[src/rcsb_regs.svh]
`ifndef RCSB_REGS_SVH
`define RCSB_REGS_SVH

// Register byte offsets on the APB port
`define RCSB_OFF_CTRL      8'h00
`define RCSB_OFF_WORK      8'h04
`define RCSB_OFF_FLAGS     8'h08
`define RCSB_OFF_MEMPTR    8'h0C
`define RCSB_OFF_MEMDATA   8'h10
`define RCSB_OFF_STATUS    8'h14

// Control word fields
`define RCSB_CTRL_OP_LSB   0
`define RCSB_CTRL_ADR_LSB  8
`define RCSB_CTRL_IMM_LSB  16

// Flag register bit positions
`define RCSB_FLG_C         0
`define RCSB_FLG_NIB       1
`define RCSB_FLG_Z         2
`define RCSB_FLG_WRAP      3
`define RCSB_FLG_SLT       4
`define RCSB_FLG_NIL       5

// Reset values
`define RCSB_RST_WORK      8'h00
`define RCSB_RST_FLAGS     6'h00

// Data memory size in bytes
`define RCSB_MEM_DEPTH     16

`endif

[src/rcsb_pkg.sv]
package rcsb_pkg;

    // Sequencer states, one-hot
    typedef enum logic [2:0]
    {
        RCSB_IDLE = 3'h1,
        RCSB_READ = 3'h2,
        RCSB_EXEC = 3'h4
    } rcsb_state_t;

    // Operation select written into the control word
    typedef enum logic [1:0]
    {
        RCSB_OP_ROTR    = 2'h0,  // rotate_right_thru_borrow_to_work
        RCSB_OP_SUBB_MEM   = 2'h1,  // subtract_with_borrow, memory operand
        RCSB_OP_SUBB_IMM   = 2'h2,  // subtract_with_borrow, literal operand
        RCSB_OP_SUBB_TOMEM = 2'h3   // subtract_with_borrow_to_memory
    } rcsb_op_t;

endpackage

[src/rcsb_mem_if.sv]
interface rcsb_mem_if #(
    parameter int AW = 4
);
    logic [AW-1:0] addr;    // Byte address
    logic [7:0]    wrData;  // Write byte
    logic          wrEn;    // Write strobe
    logic          rdEn;    // Read strobe, data valid next cycle
    logic [7:0]    rdData;  // Registered read byte

    modport ctrl
    (
        output addr,
        output wrData,
        output wrEn,
        output rdEn,
        input  rdData
    );

    modport mem
    (
        input  addr,
        input  wrData,
        input  wrEn,
        input  rdEn,
        output rdData
    );
endinterface

[src/rcsb_data_mem.sv]
`include "rcsb_regs.svh"

module rcsb_data_mem #(
    parameter int DEPTH = `RCSB_MEM_DEPTH,
    parameter int AW    = 4
)
(
    input wire logic ref_clk,
    input wire logic rst_n,
    rcsb_mem_if.mem  port
);

    logic [7:0] store [DEPTH];   // Byte array, no reset so it maps onto RAM
    logic [7:0] rdData_r;        // Read register

    // Array write; content is undefined until software fills it
    always_ff @(posedge ref_clk)
    begin
        if (port.wrEn)
            store[port.addr] <= port.wrData;
    end

    // Read data leaves through a register, one cycle after the strobe
    always_ff @(posedge ref_clk or negedge rst_n)
    begin
        if (!rst_n)
            rdData_r <= 8'h00;
        else if (port.rdEn)
            rdData_r <= store[port.addr];
    end

    assign port.rdData = rdData_r;

endmodule

[src/rcsb_alu_top.sv]
// Summary of operation
// - Rotate right: bit0 to carry, carry to bit7
// - Rotated byte lands in work register
// - Rotate keeps memory; only carry flag changes
// - Memory form: work minus byte minus borrow
// - Carry clear when negative, set otherwise
// - Subtracts update six status flags
// - Literal form subtracts literal and borrow
// - To-memory form writes difference into memory
`include "rcsb_regs.svh"

module rcsb_alu_top #(
    parameter int MEM_DEPTH = `RCSB_MEM_DEPTH
)
(
    input  wire logic        ref_clk,
    input  wire logic        rst_n,
    input  wire logic        psel,
    input  wire logic        penable,
    input  wire logic        pwrite,
    input  wire logic [7:0]  paddr,
    input  wire logic [31:0] pwdata,
    output logic      [31:0] prdata,
    output logic             pready,
    output logic             pslverr
);

    localparam int AW = (MEM_DEPTH > 1) ? $clog2(MEM_DEPTH) : 1;

    rcsb_mem_if #(.AW(AW)) memBus ();   // Link to the data memory

    rcsb_data_mem #(
        .DEPTH (MEM_DEPTH),
        .AW    (AW)
    ) dataMem (
        .ref_clk (ref_clk),
        .rst_n   (rst_n),
        .port    (memBus)
    );

    // State
    rcsb_pkg::rcsb_state_t state_r;     // Sequencer state
    rcsb_pkg::rcsb_op_t    opcode_r;    // Operation latched from control word
    logic [AW-1:0]         opAddr_r;    // Operand byte address
    logic [7:0]            imm_r;       // Literal operand
    logic [7:0]            work_r;      // work_register
    logic [5:0]            flags_r;     // Status flags
    logic [AW-1:0]         ptr_r;       // Software window pointer into memory
    logic                  memWait_r;   // APB read of memory in flight
    logic [7:0]            doneCnt_r;   // Completed operations, wraps
    logic [31:0]           prdata_r;
    logic                  pready_r;
    logic                  pslverr_r;

    // APB decode
    wire logic apbAccess = psel & penable & ~pready_r;
    wire logic fsmIdle   = (state_r == rcsb_pkg::RCSB_IDLE);
    // Requests wait while an operation runs so software never races the datapath
    wire logic canServe  = apbAccess & fsmIdle & ~memWait_r;
    wire logic hitCtrl   = (paddr == `RCSB_OFF_CTRL);
    wire logic hitWork   = (paddr == `RCSB_OFF_WORK);
    wire logic hitFlags  = (paddr == `RCSB_OFF_FLAGS);
    wire logic hitPtr    = (paddr == `RCSB_OFF_MEMPTR);
    wire logic hitData   = (paddr == `RCSB_OFF_MEMDATA);
    wire logic hitStat   = (paddr == `RCSB_OFF_STATUS);
    wire logic anyHit    = hitCtrl | hitWork | hitFlags | hitPtr | hitData | hitStat;
    wire logic wrStrobe  = canServe & pwrite;
    wire logic memRdReq  = canServe & ~pwrite & hitData;
    wire logic startOp   = wrStrobe & hitCtrl;

    // Operand selection
    wire logic       carryIn  = flags_r[`RCSB_FLG_C];
    wire logic       borrowIn = ~carryIn;
    wire logic       useImm   = (opcode_r == rcsb_pkg::RCSB_OP_SUBB_IMM);
    wire logic       isRot    = (opcode_r == rcsb_pkg::RCSB_OP_ROTR);
    wire logic       toMem    = (opcode_r == rcsb_pkg::RCSB_OP_SUBB_TOMEM);
    wire logic [7:0] operand  = useImm ? imm_r : memBus.rdData;

    // Full-precision difference; bit 8 is the borrow out
    wire logic [8:0] fullDiff = {1'h0, work_r} - {1'h0, operand} - {8'h00, borrowIn};
    wire logic [4:0] nibDiff  = {1'h0, work_r[3:0]} - {1'h0, operand[3:0]} - {4'h0, borrowIn};
    wire logic [7:0] diff     = fullDiff[7:0];
    wire logic       diffZero = (diff == 8'h00);
    // Overflow when signs of inputs differ and result sign leaves the minuend's
    wire logic       ovNew    = (work_r[7] ^ operand[7]) & (work_r[7] ^ diff[7]);

    // Six-flag result of any subtract
    logic [5:0] subFlags;
    always_comb
    begin
        subFlags                 = 6'h00;
        subFlags[`RCSB_FLG_C]    = ~fullDiff[8];
        subFlags[`RCSB_FLG_NIB]  = ~nibDiff[4];
        subFlags[`RCSB_FLG_Z]    = diffZero;
        subFlags[`RCSB_FLG_WRAP] = ovNew;
        subFlags[`RCSB_FLG_SLT]  = diff[7] ^ ovNew;
        // Multi-byte zero only survives if every earlier byte was zero too
        subFlags[`RCSB_FLG_NIL]  = diffZero & flags_r[`RCSB_FLG_NIL];
    end

    // Rotate: bits 0..6 from memory bits 1..7, old carry into bit 7
    logic [7:0] rotated;
    genvar gi;
    generate
        for (gi = 0; gi < 7; gi++)
        begin : g_rot
            assign rotated[gi] = memBus.rdData[gi + 1];
        end
    endgenerate
    assign rotated[7] = carryIn;

    wire logic inExec = (state_r == rcsb_pkg::RCSB_EXEC);

    // Memory port: the sequencer owns it while busy, APB otherwise
    assign memBus.addr   = fsmIdle ? ptr_r : opAddr_r;
    assign memBus.wrData = fsmIdle ? pwdata[7:0] : diff;
    // Rotate never writes memory; only the to-memory form does
    assign memBus.wrEn   = (inExec & toMem) | (wrStrobe & hitData);
    assign memBus.rdEn   = (state_r == rcsb_pkg::RCSB_READ) | memRdReq;

    // Register read mux
    wire logic [31:0] readMux =
        hitCtrl  ? {8'h00, imm_r, {(8 - AW){1'h0}}, opAddr_r, 6'h00, opcode_r} :
        hitWork  ? {24'h000000, work_r} :
        hitFlags ? {26'h0000000, flags_r} :
        hitPtr   ? {{(32 - AW){1'h0}}, ptr_r} :
        hitStat  ? {24'h000000, doneCnt_r} :
                   32'h00000000;

    // Sequencer: idle -> read operand byte -> execute
    always_ff @(posedge ref_clk or negedge rst_n)
    begin
        if (!rst_n)
            state_r <= rcsb_pkg::RCSB_IDLE;
        else
        begin
            case (state_r)
                rcsb_pkg::RCSB_IDLE:
                    if (startOp)
                        state_r <= rcsb_pkg::RCSB_READ;
                rcsb_pkg::RCSB_READ:
                    state_r <= rcsb_pkg::RCSB_EXEC;
                rcsb_pkg::RCSB_EXEC:
                    state_r <= rcsb_pkg::RCSB_IDLE;
                default:
                    state_r <= rcsb_pkg::RCSB_IDLE;
            endcase
        end
    end

    // Control word capture
    always_ff @(posedge ref_clk or negedge rst_n)
    begin
        if (!rst_n)
        begin
            opcode_r <= rcsb_pkg::RCSB_OP_ROTR;
            opAddr_r <= '0;
            imm_r    <= 8'h00;
        end
        else if (startOp)
        begin
            opcode_r <= rcsb_pkg::rcsb_op_t'(pwdata[`RCSB_CTRL_OP_LSB +: 2]);
            opAddr_r <= pwdata[`RCSB_CTRL_ADR_LSB +: AW];
            imm_r    <= pwdata[`RCSB_CTRL_IMM_LSB +: 8];
        end
    end

    // Work register: software write, or result of rotate / subtract
    always_ff @(posedge ref_clk or negedge rst_n)
    begin
        if (!rst_n)
            work_r <= `RCSB_RST_WORK;
        else if (inExec & isRot)
            work_r <= rotated;
        else if (inExec & ~toMem)
            work_r <= diff;
        else if (wrStrobe & hitWork)
            work_r <= pwdata[7:0];
    end

    // Flags: rotate touches carry alone, subtracts load all six
    always_ff @(posedge ref_clk or negedge rst_n)
    begin
        if (!rst_n)
            flags_r <= `RCSB_RST_FLAGS;
        else if (inExec & isRot)
            flags_r[`RCSB_FLG_C] <= memBus.rdData[0];
        else if (inExec)
            flags_r <= subFlags;
        else if (wrStrobe & hitFlags)
            flags_r <= pwdata[5:0];
    end

    // Window pointer and completion count
    always_ff @(posedge ref_clk or negedge rst_n)
    begin
        if (!rst_n)
        begin
            ptr_r     <= '0;
            doneCnt_r <= 8'h00;
        end
        else
        begin
            if (wrStrobe & hitPtr)
                ptr_r <= pwdata[AW-1:0];
            if (inExec)
                doneCnt_r <= doneCnt_r + 8'h01;
        end
    end

    // APB answer; memory reads need one extra cycle for the registered byte
    always_ff @(posedge ref_clk or negedge rst_n)
    begin
        if (!rst_n)
        begin
            memWait_r <= 1'h0;
            prdata_r  <= 32'h00000000;
            pready_r  <= 1'h0;
            pslverr_r <= 1'h0;
        end
        else
        begin
            memWait_r <= memRdReq;
            pready_r  <= (canServe & ~memRdReq) | memWait_r;
            pslverr_r <= canServe & ~anyHit;
            if (memWait_r)
                prdata_r <= {24'h000000, memBus.rdData};
            else if (canServe & ~pwrite)
                prdata_r <= readMux;
        end
    end

    assign prdata  = prdata_r;
    assign pready  = pready_r;
    assign pslverr = pslverr_r;

endmodule

[config.mk]
export PLATFORM = sky130hd
export DESIGN_NAME = rcsb_alu_top
export DESIGN_NICKNAME = d
export VERILOG_FILES = /design/src/rcsb_pkg.sv /design/src/rcsb_mem_if.sv /design/src/rcsb_data_mem.sv /design/src/rcsb_alu_top.sv
export VERILOG_INCLUDE_DIRS = /design/src
export SDC_FILE = /design/constraint.sdc
export NUM_CORES = 1
export LEC_CHECK = 0
export ABC_AREA = 0
export BUFFER_PORTS_ARGS = -buffer_cell sky130_fd_sc_hd__buf_2
export CAP_MARGIN = 30
export CORE_MARGIN = 10
export CORE_UTILIZATION = 55
export DETAILED_ROUTE_END_ITERATION = 12
export PLACE_DENSITY = 0.82
export SLEW_MARGIN = 20
export SYNTH_ARGS = -nofsm -noshare
export SYNTH_HDL_FRONTEND = slang
export SYNTH_SLANG_ARGS = --single-unit
[constraint.sdc]
create_clock -name ref_clk -period 5 [get_ports ref_clk]
set_clock_uncertainty 0.1 [all_clocks]
set_input_delay 0.5 -clock ref_clk [delete_from_list [all_inputs] [get_ports ref_clk]]
set_output_delay 0.5 -clock ref_clk [all_outputs]
set_load 0.1 [all_outputs]
==> Word-level counts from Yosys, hierarchy flattened <==
Memories as Yosys holds them, arrays and structs flattened. A register that Yosys moved wholly into a read port is not among the register bits.
Index checks and enable logic that the tools add are counted.
{ "word_totals": {"inputBits": 45, "memories": 1, "output_inout_bits": 34, "elab_cells": 99, "regBits": 78, "ramBits": 128} }
{ "mem_list": {"columns": ["memory", "depth", "word_bits", "read_ports", "rd_clocked_by_memory_dff", "wr", "line_no", "source"], "rows": [
  ["dataMem.store", 16, 8, 1, 1, 1, "rcsb_data_mem.sv:13", "logic [7:0] store [DEPTH];"]
]} }
{ "classes": {"n_bitwise": 40, "n_addsub": 5, "n_reduce_logical": 9, "eq_ne": 11, "n_mux": 20} }
{ "ops": {"columns": ["operator", "count"], "rows": [
  ["$mux W8", 9],
  ["$mux W32", 2],
  ["$mux W24", 1],
  ["$and A1 B1 Y1", 19],
  ["$eq A8 B4 Y1 const B", 2],
  ["$eq A8 B5 Y1 const B", 2],
  ["$logic_not A8 Y1", 2],
  ["$mux W6", 2],
  ["$not A1 Y1", 10],
  ["$sub A8 B8 Y9", 1],
  ["$sub A9 B1 Y9", 1],
  ["$add A8 B1 Y8 const B", 1],
  ["$eq A8 B3 Y1 const B", 1],
  ["$or A1 B1 Y1", 8],
  ["$pmux W3 S2", 1],
  ["$reduce_bool A3 Y1", 2],
  ["$sub A4 B4 Y5", 1],
  ["$sub A5 B1 Y5", 1],
  ["$eq A2 B2 Y1 const B", 2],
  ["$mux W4", 1],
  ["$reduce_bool A2 Y1", 2],
  ["$eq A3 B1 Y1 const B", 1],
  ["$eq A3 B2 Y1 const B", 1],
  ["$eq A3 B3 Y1 const B", 1],
  ["other kinds (7)", 11]
]} }

==> Longest topological paths before layout <==
{ "depth": {"word_depth": 9, "mapped_depth": 13, "mapped_depth_nobuf": 11} }

==> By module <==
From an unflattened synthesis, not the netlist that was laid out.
{ "unflattened": {"cells_unflattened": 721, "area_unflattened_um2": 9334.0} }
{ "modules_own_cells": {"columns": ["mod", "cells_per_inst", "seq_area_each_um2", "area_each_um2", "instances"], "rows": [
  ["rcsb_data_mem", 304, 4043.9, 5355.1, 1],
  ["rcsb_alu_top", 417, 1652.8, 3978.8, 1]
]} }

==> Worst setup path before layout <==
No wires, ideal clock.
{ "synth_path": {"path_type": "flip-flop to flip-flop", "startpoint": "register opcode_r[1]", "endpoint": "memory dataMem.store[0][6], data pin", "arrival_time_ns": 3.357, "n_path_buf": 2, "setup_ns": 0.291, "period_less_slack_ns": 3.749, "stages_incl_launch_ff": 12, "t_required_ns": 4.609, "setup_slack_ns": 1.251, "cell_sequence": "dfrtp_1 clkbuf_1 nor2b_1 clkbuf_1 mux2i_1 fa_1 fa_1 nand2b_1 a2111oi_0 nor2_1 xnor2_1 a21oi_1"} }
{ "synth_between": {"elab_chain_len": 5} }
{ "synth_lines": {"columns": ["item", "line_no", "source"], "rows": [
  ["from (decl)", "rcsb_alu_top.sv:43", "rcsb_pkg::rcsb_op_t opcode_r;"],
  ["from (signal assigned)", "rcsb_alu_top.sv:156", "opcode_r <= rcsb_pkg::RCSB_OP_ROTR;"],
  ["from (signal assigned)", "rcsb_alu_top.sv:162", "opcode_r <= rcsb_pkg::rcsb_op_t'(pwdata[`RCSB_CTRL_OP_LSB +: 2]);"],
  ["$eq A2 B2 Y1", "rcsb_alu_top.sv:74", "wire logic useImm = (opcode_r == rcsb_pkg::RCSB_OP_SUBB_IMM);"],
  ["$mux W8", "rcsb_alu_top.sv:77", "wire logic [7:0] operand = useImm ? imm_r : memBus.rdData;"],
  ["$sub A8 B8 Y9", "rcsb_alu_top.sv:80", "wire logic [8:0] fullDiff = {1'h0, work_r} - {1'h0, operand} - {8'h00, borrowIn};"],
  ["$sub A9 B1 Y9", "rcsb_alu_top.sv:80", null],
  ["$mux W8", "rcsb_alu_top.sv:116", "assign memBus.wrData = fsmIdle ? pwdata[7:0] : diff;"],
  ["via dataMem.port.wrData[6]", "rcsb_mem_if.sv:22", "input wrData,"],
  ["to (decl)", "rcsb_data_mem.sv:13", null]
]} }
The timed path passes the listed nets, and every way through them passes these cells.

==> Worst setup path after layout <==
{ "layout_path": {"startpoint": "register opcode_r[1]", "endpoint": "memory dataMem.store[1][6], data pin"} }
Same word-level chain as after synthesis.

==> key figures <==
Run status
  • Status: complete, no violations

Layout
  • Final layout net count: 962
  • # fillers: 1220
  • Diodes inserted: 0
  • Syn-to-layout area delta: 12.3%
  • Reg area: 5700 um^2
  • Multi-input logic area: 3430 um^2
  • Share of cells above drive strength 1: 16.1%

Clocking
  • Clk_lat worst skew: 500 ps
  • Max Root-Sink Buffers: 3
  • Sink Count: 202
  • Clk slew on worst S/H paths: 60 ps
  • Setup bufs post-CTS: 0
  • CTS H-tree depth: 1
  • CTS Root Cell: clkbuf_16
  • TritonCTS Buffers: 21
  • Resized cells post-CTS: 0
  • CTS tree: yes

Synth
  • Largest family of logic cells by synthesized area: simple AND/OR/NAND/NOR gates
  • Sequential area share after synthesis: 60.0%
  • Yosys Warn Count: 0
  • Synth Area in Simple Gates: 16.0%
  • Area leader, netlist: edfxtp_1
  • Ranking of synthesized cells by area: edfxtp_1, dfrtp_1, nand2_1, a21oi_1, mux2_2
  • Main flop type after synthesis: edfxtp_1
  • Synth unique cells: 69
  • Synth Area in Compound Gates: 9.87%
  • Xor/xnor share of the synthesized area: 1.48%
  • Synthesized area: 9490 um^2
  • Avg Cell Area, Syn: 11.2 um^2
  • Most frequent cells after synthesis: nand2_1, edfxtp_1, dfrtp_1
  • EDFF count, synth: 128
  • Synth top area share: 40.5%
  • Post-Synth Adder-Cell Area: 2.40%
  • Mux cell area share after synthesis: 5.71%
  • Flops & latches, synth: 202
  • Synth Instances: 848
  • Count leader, synth: nand2_1
  • Post-synthesis async set-or-reset flop share: 36.6%

Placed design
  • Global placement routability congestion: 0.937
  • Port bufs: 54
  • Post-DP HPWL: 15800 um
  • DP Worst Slack: 1120 ps

Setup path
  • CP peak stage delay: 580 ps
  • Slowest CP cell: a2111oi_0
  • Crit. End Element: flip-flop
  • CP bufs+invs: 2
  • Kind of critical path: flip-flop to flip-flop
  • Crit path cell chain: nor2b_1 > buf_4 > mux2i_1 > fa_1 > fa_1 > nand2b_1 > a2111oi_0 > nor2_1 > xnor2_1 > a21oi_1 > buf_4
  • Reg-to-reg slack, setup: 1140 ps
  • Critical path's top delay family: compound AO/OA/AOI/OAI gates
  • WP data required: 5240 ps
  • CP max FO: 11
  • Worst path arrival time: 4100 ps
  • Startpoint Class: flip-flop

STA
  • Final period utilization: 77.1%
  • Unrepaired setup endpoints after global routing: false
  • Max-Slew Margin vs Limit: 42.6%
  • F_max: 0.259 GHz
  • Setup TNS: 0 ps
  • Final setup margin: 1140 ps
  • Worst Max-Slew Pin Slew: 860 ps
  • Tmin final: 3860 ps
  • Final setup vio count: 0
  • Final Max Tran Viols: 0
  • Final hold viol count: 0

Detailed routing
  • # DRC: 0
  • Wire length per cell: 20.4 um
  • Number of vias in the routed layout: 6787
  • Routed Antenna Nets: 0
  • DRT Pass-1 Iters: 4
  • Initial drt markers: 875
  • Vias per cell: 5.99
  • Final WL: 23100 um

Power and ir drop
  • VDD IR max: 0.000252 V
  • Total power per unit cell area: 340 nW/um^2
  • Total leakage power: 4.22 nW

Floorplanning
  • Initial Utilization: 56.6%
  • Chip width: 151 um
  • Ports: 79
  • Die area: 22900 um^2
  • Chip height: 151 um
  • Core ar.: 16800 um^2
  • Cell Rows: 47

GRT
  • Grt ovf: 0
  • Largest net degree at the start of global routing: 75
  • First-pass GRT wire length: 35700 um
  • Initial antenna violation count: 0
  • GRT Resource Usage Total: 19.9%
  • Vias in the first global route: 6524

Job
  • MaxCap Viol Count: 0

Min path
  • Worst Hold Class: input pin to flip-flop
-- final timing paths --
path	from	endpoint	depth (start not counted)
min in group asynchronous	rst_n	work_r[4]$_DFFE_PN0P_	2
max in group asynchronous	rst_n	state_r[0]$_DFFE_PN1P_	3
setup / recovery	opcode_r[1]$_DFFE_PN0P_	dataMem.store[1][6]$_DFFE_PP_	11
hold / removal	pwdata[19]	imm_r[3]$_DFFE_PN0P_	2
hold reg to reg	doneCnt_r[7]$_DFFE_PN0N_	doneCnt_r[7]$_DFFE_PN0N_	1
setup reg to reg	opcode_r[1]$_DFFE_PN0P_	dataMem.store[1][6]$_DFFE_PP_	11
-- state kept, by name (all words and copies together), names as in the netlist --
name                 cells
dataMem.port.rdData      8
dataMem.store          128
doneCnt_r                8
flags_r                  6
imm_r                    8
memWait_r                1
opAddr_r                 4
opcode_r                 2
prdata                  20
pready                   1
pslverr                  1
ptr_r                    4
state_r                  3
work_r                   8
-- report_power, final --
| group | switching [mW] | internal (mW) |
|---|---|---|
| registers | 0.0105 | 1.79 |
| logic | 0.166 | 0.0542 |
| clock network | 0.629 | 0.976 |
| total | 0.805 | 2.82 |
-- logic make-up after synthesis --
| kind of cell | after synthesis |
|---|---|
| muxes | 48 |
| AOI/OAI and AO/OA | 146 |
| and+or+nand+nor | 335 |
| buffers and inverters | 83 |
| xor gates and xnor gates | 16 |
| adders and majority gates | 17 |
| other | 1 |
| DFF | 202 |
-- cells in the final DEF (no fill, tap or decap), types with 8 or more instances in the layout --
master and instances:
clkbuf_16 21, nor4_1 8, edfxtp_1 128, conb_1 12
nand2_1 169, buf_2 53, a22o_1 10, mux2i_1 15
xnor2_1 12, dfrtp_1 73, nor2_1 58, inv_1 29
o21ai_0 23, nand3_1 50, ha_1 15, a21oi_1 62
buf_4 16, mux2_2 25
-- per-layer routing --
| metal | part of all wire (%) | vias to the layer above | track usage (%) |
|---|---|---|---|
| met5 | 0 | - | 0 |
| met4 | 2.8 | 0 | 6.98 |
| met3 | 10 | 51 | 3.64 |
| met2 | 46 | 362 | 31.6 |
| met1 | 41 | 3251 | 26.8 |
| li1 | - | 3123 | - |
-- timing repair --
| action | 4_1_cts | 5_1_grt |
|---|---|---|
| hold buffers | 0 | 1 |
| hold endpoints to repair | 0 | 20 |
| setup endpoints to repair | 0 | 0 |
-- cell type report --
class	count	share of cell area [%]
Sequential cell	202	53.5
Multi-Input combinational cell	574	32.2
Clock buffer	24	5.04
Timing Repair Buffer	72	4.11
Tap cell	220	2.58
Clock inverter	12	1.55
Inverter	29	1.02
-- metrics by stage --
step / power (mW) / cells / area (um^2) / hold WS [ps] / utilization [%]
final: 3.62 / 1133 / 10700 / 122 / 63.6
after global routing: 3.73 / 1133 / 10700 / 124 / 63.6
after CTS: 3.63 / 1129 / 10600 / 62.6 / 63.2
after detailed placement: 2.04 / 1093 / 9890 / 378 / 59.0
after global placement: 2.04 / 1091 / 9880 / 362 / 58.9
after floorplan: 1.98 / 859 / 9530 / 104 / -
(Power assumes the default switching activity.)
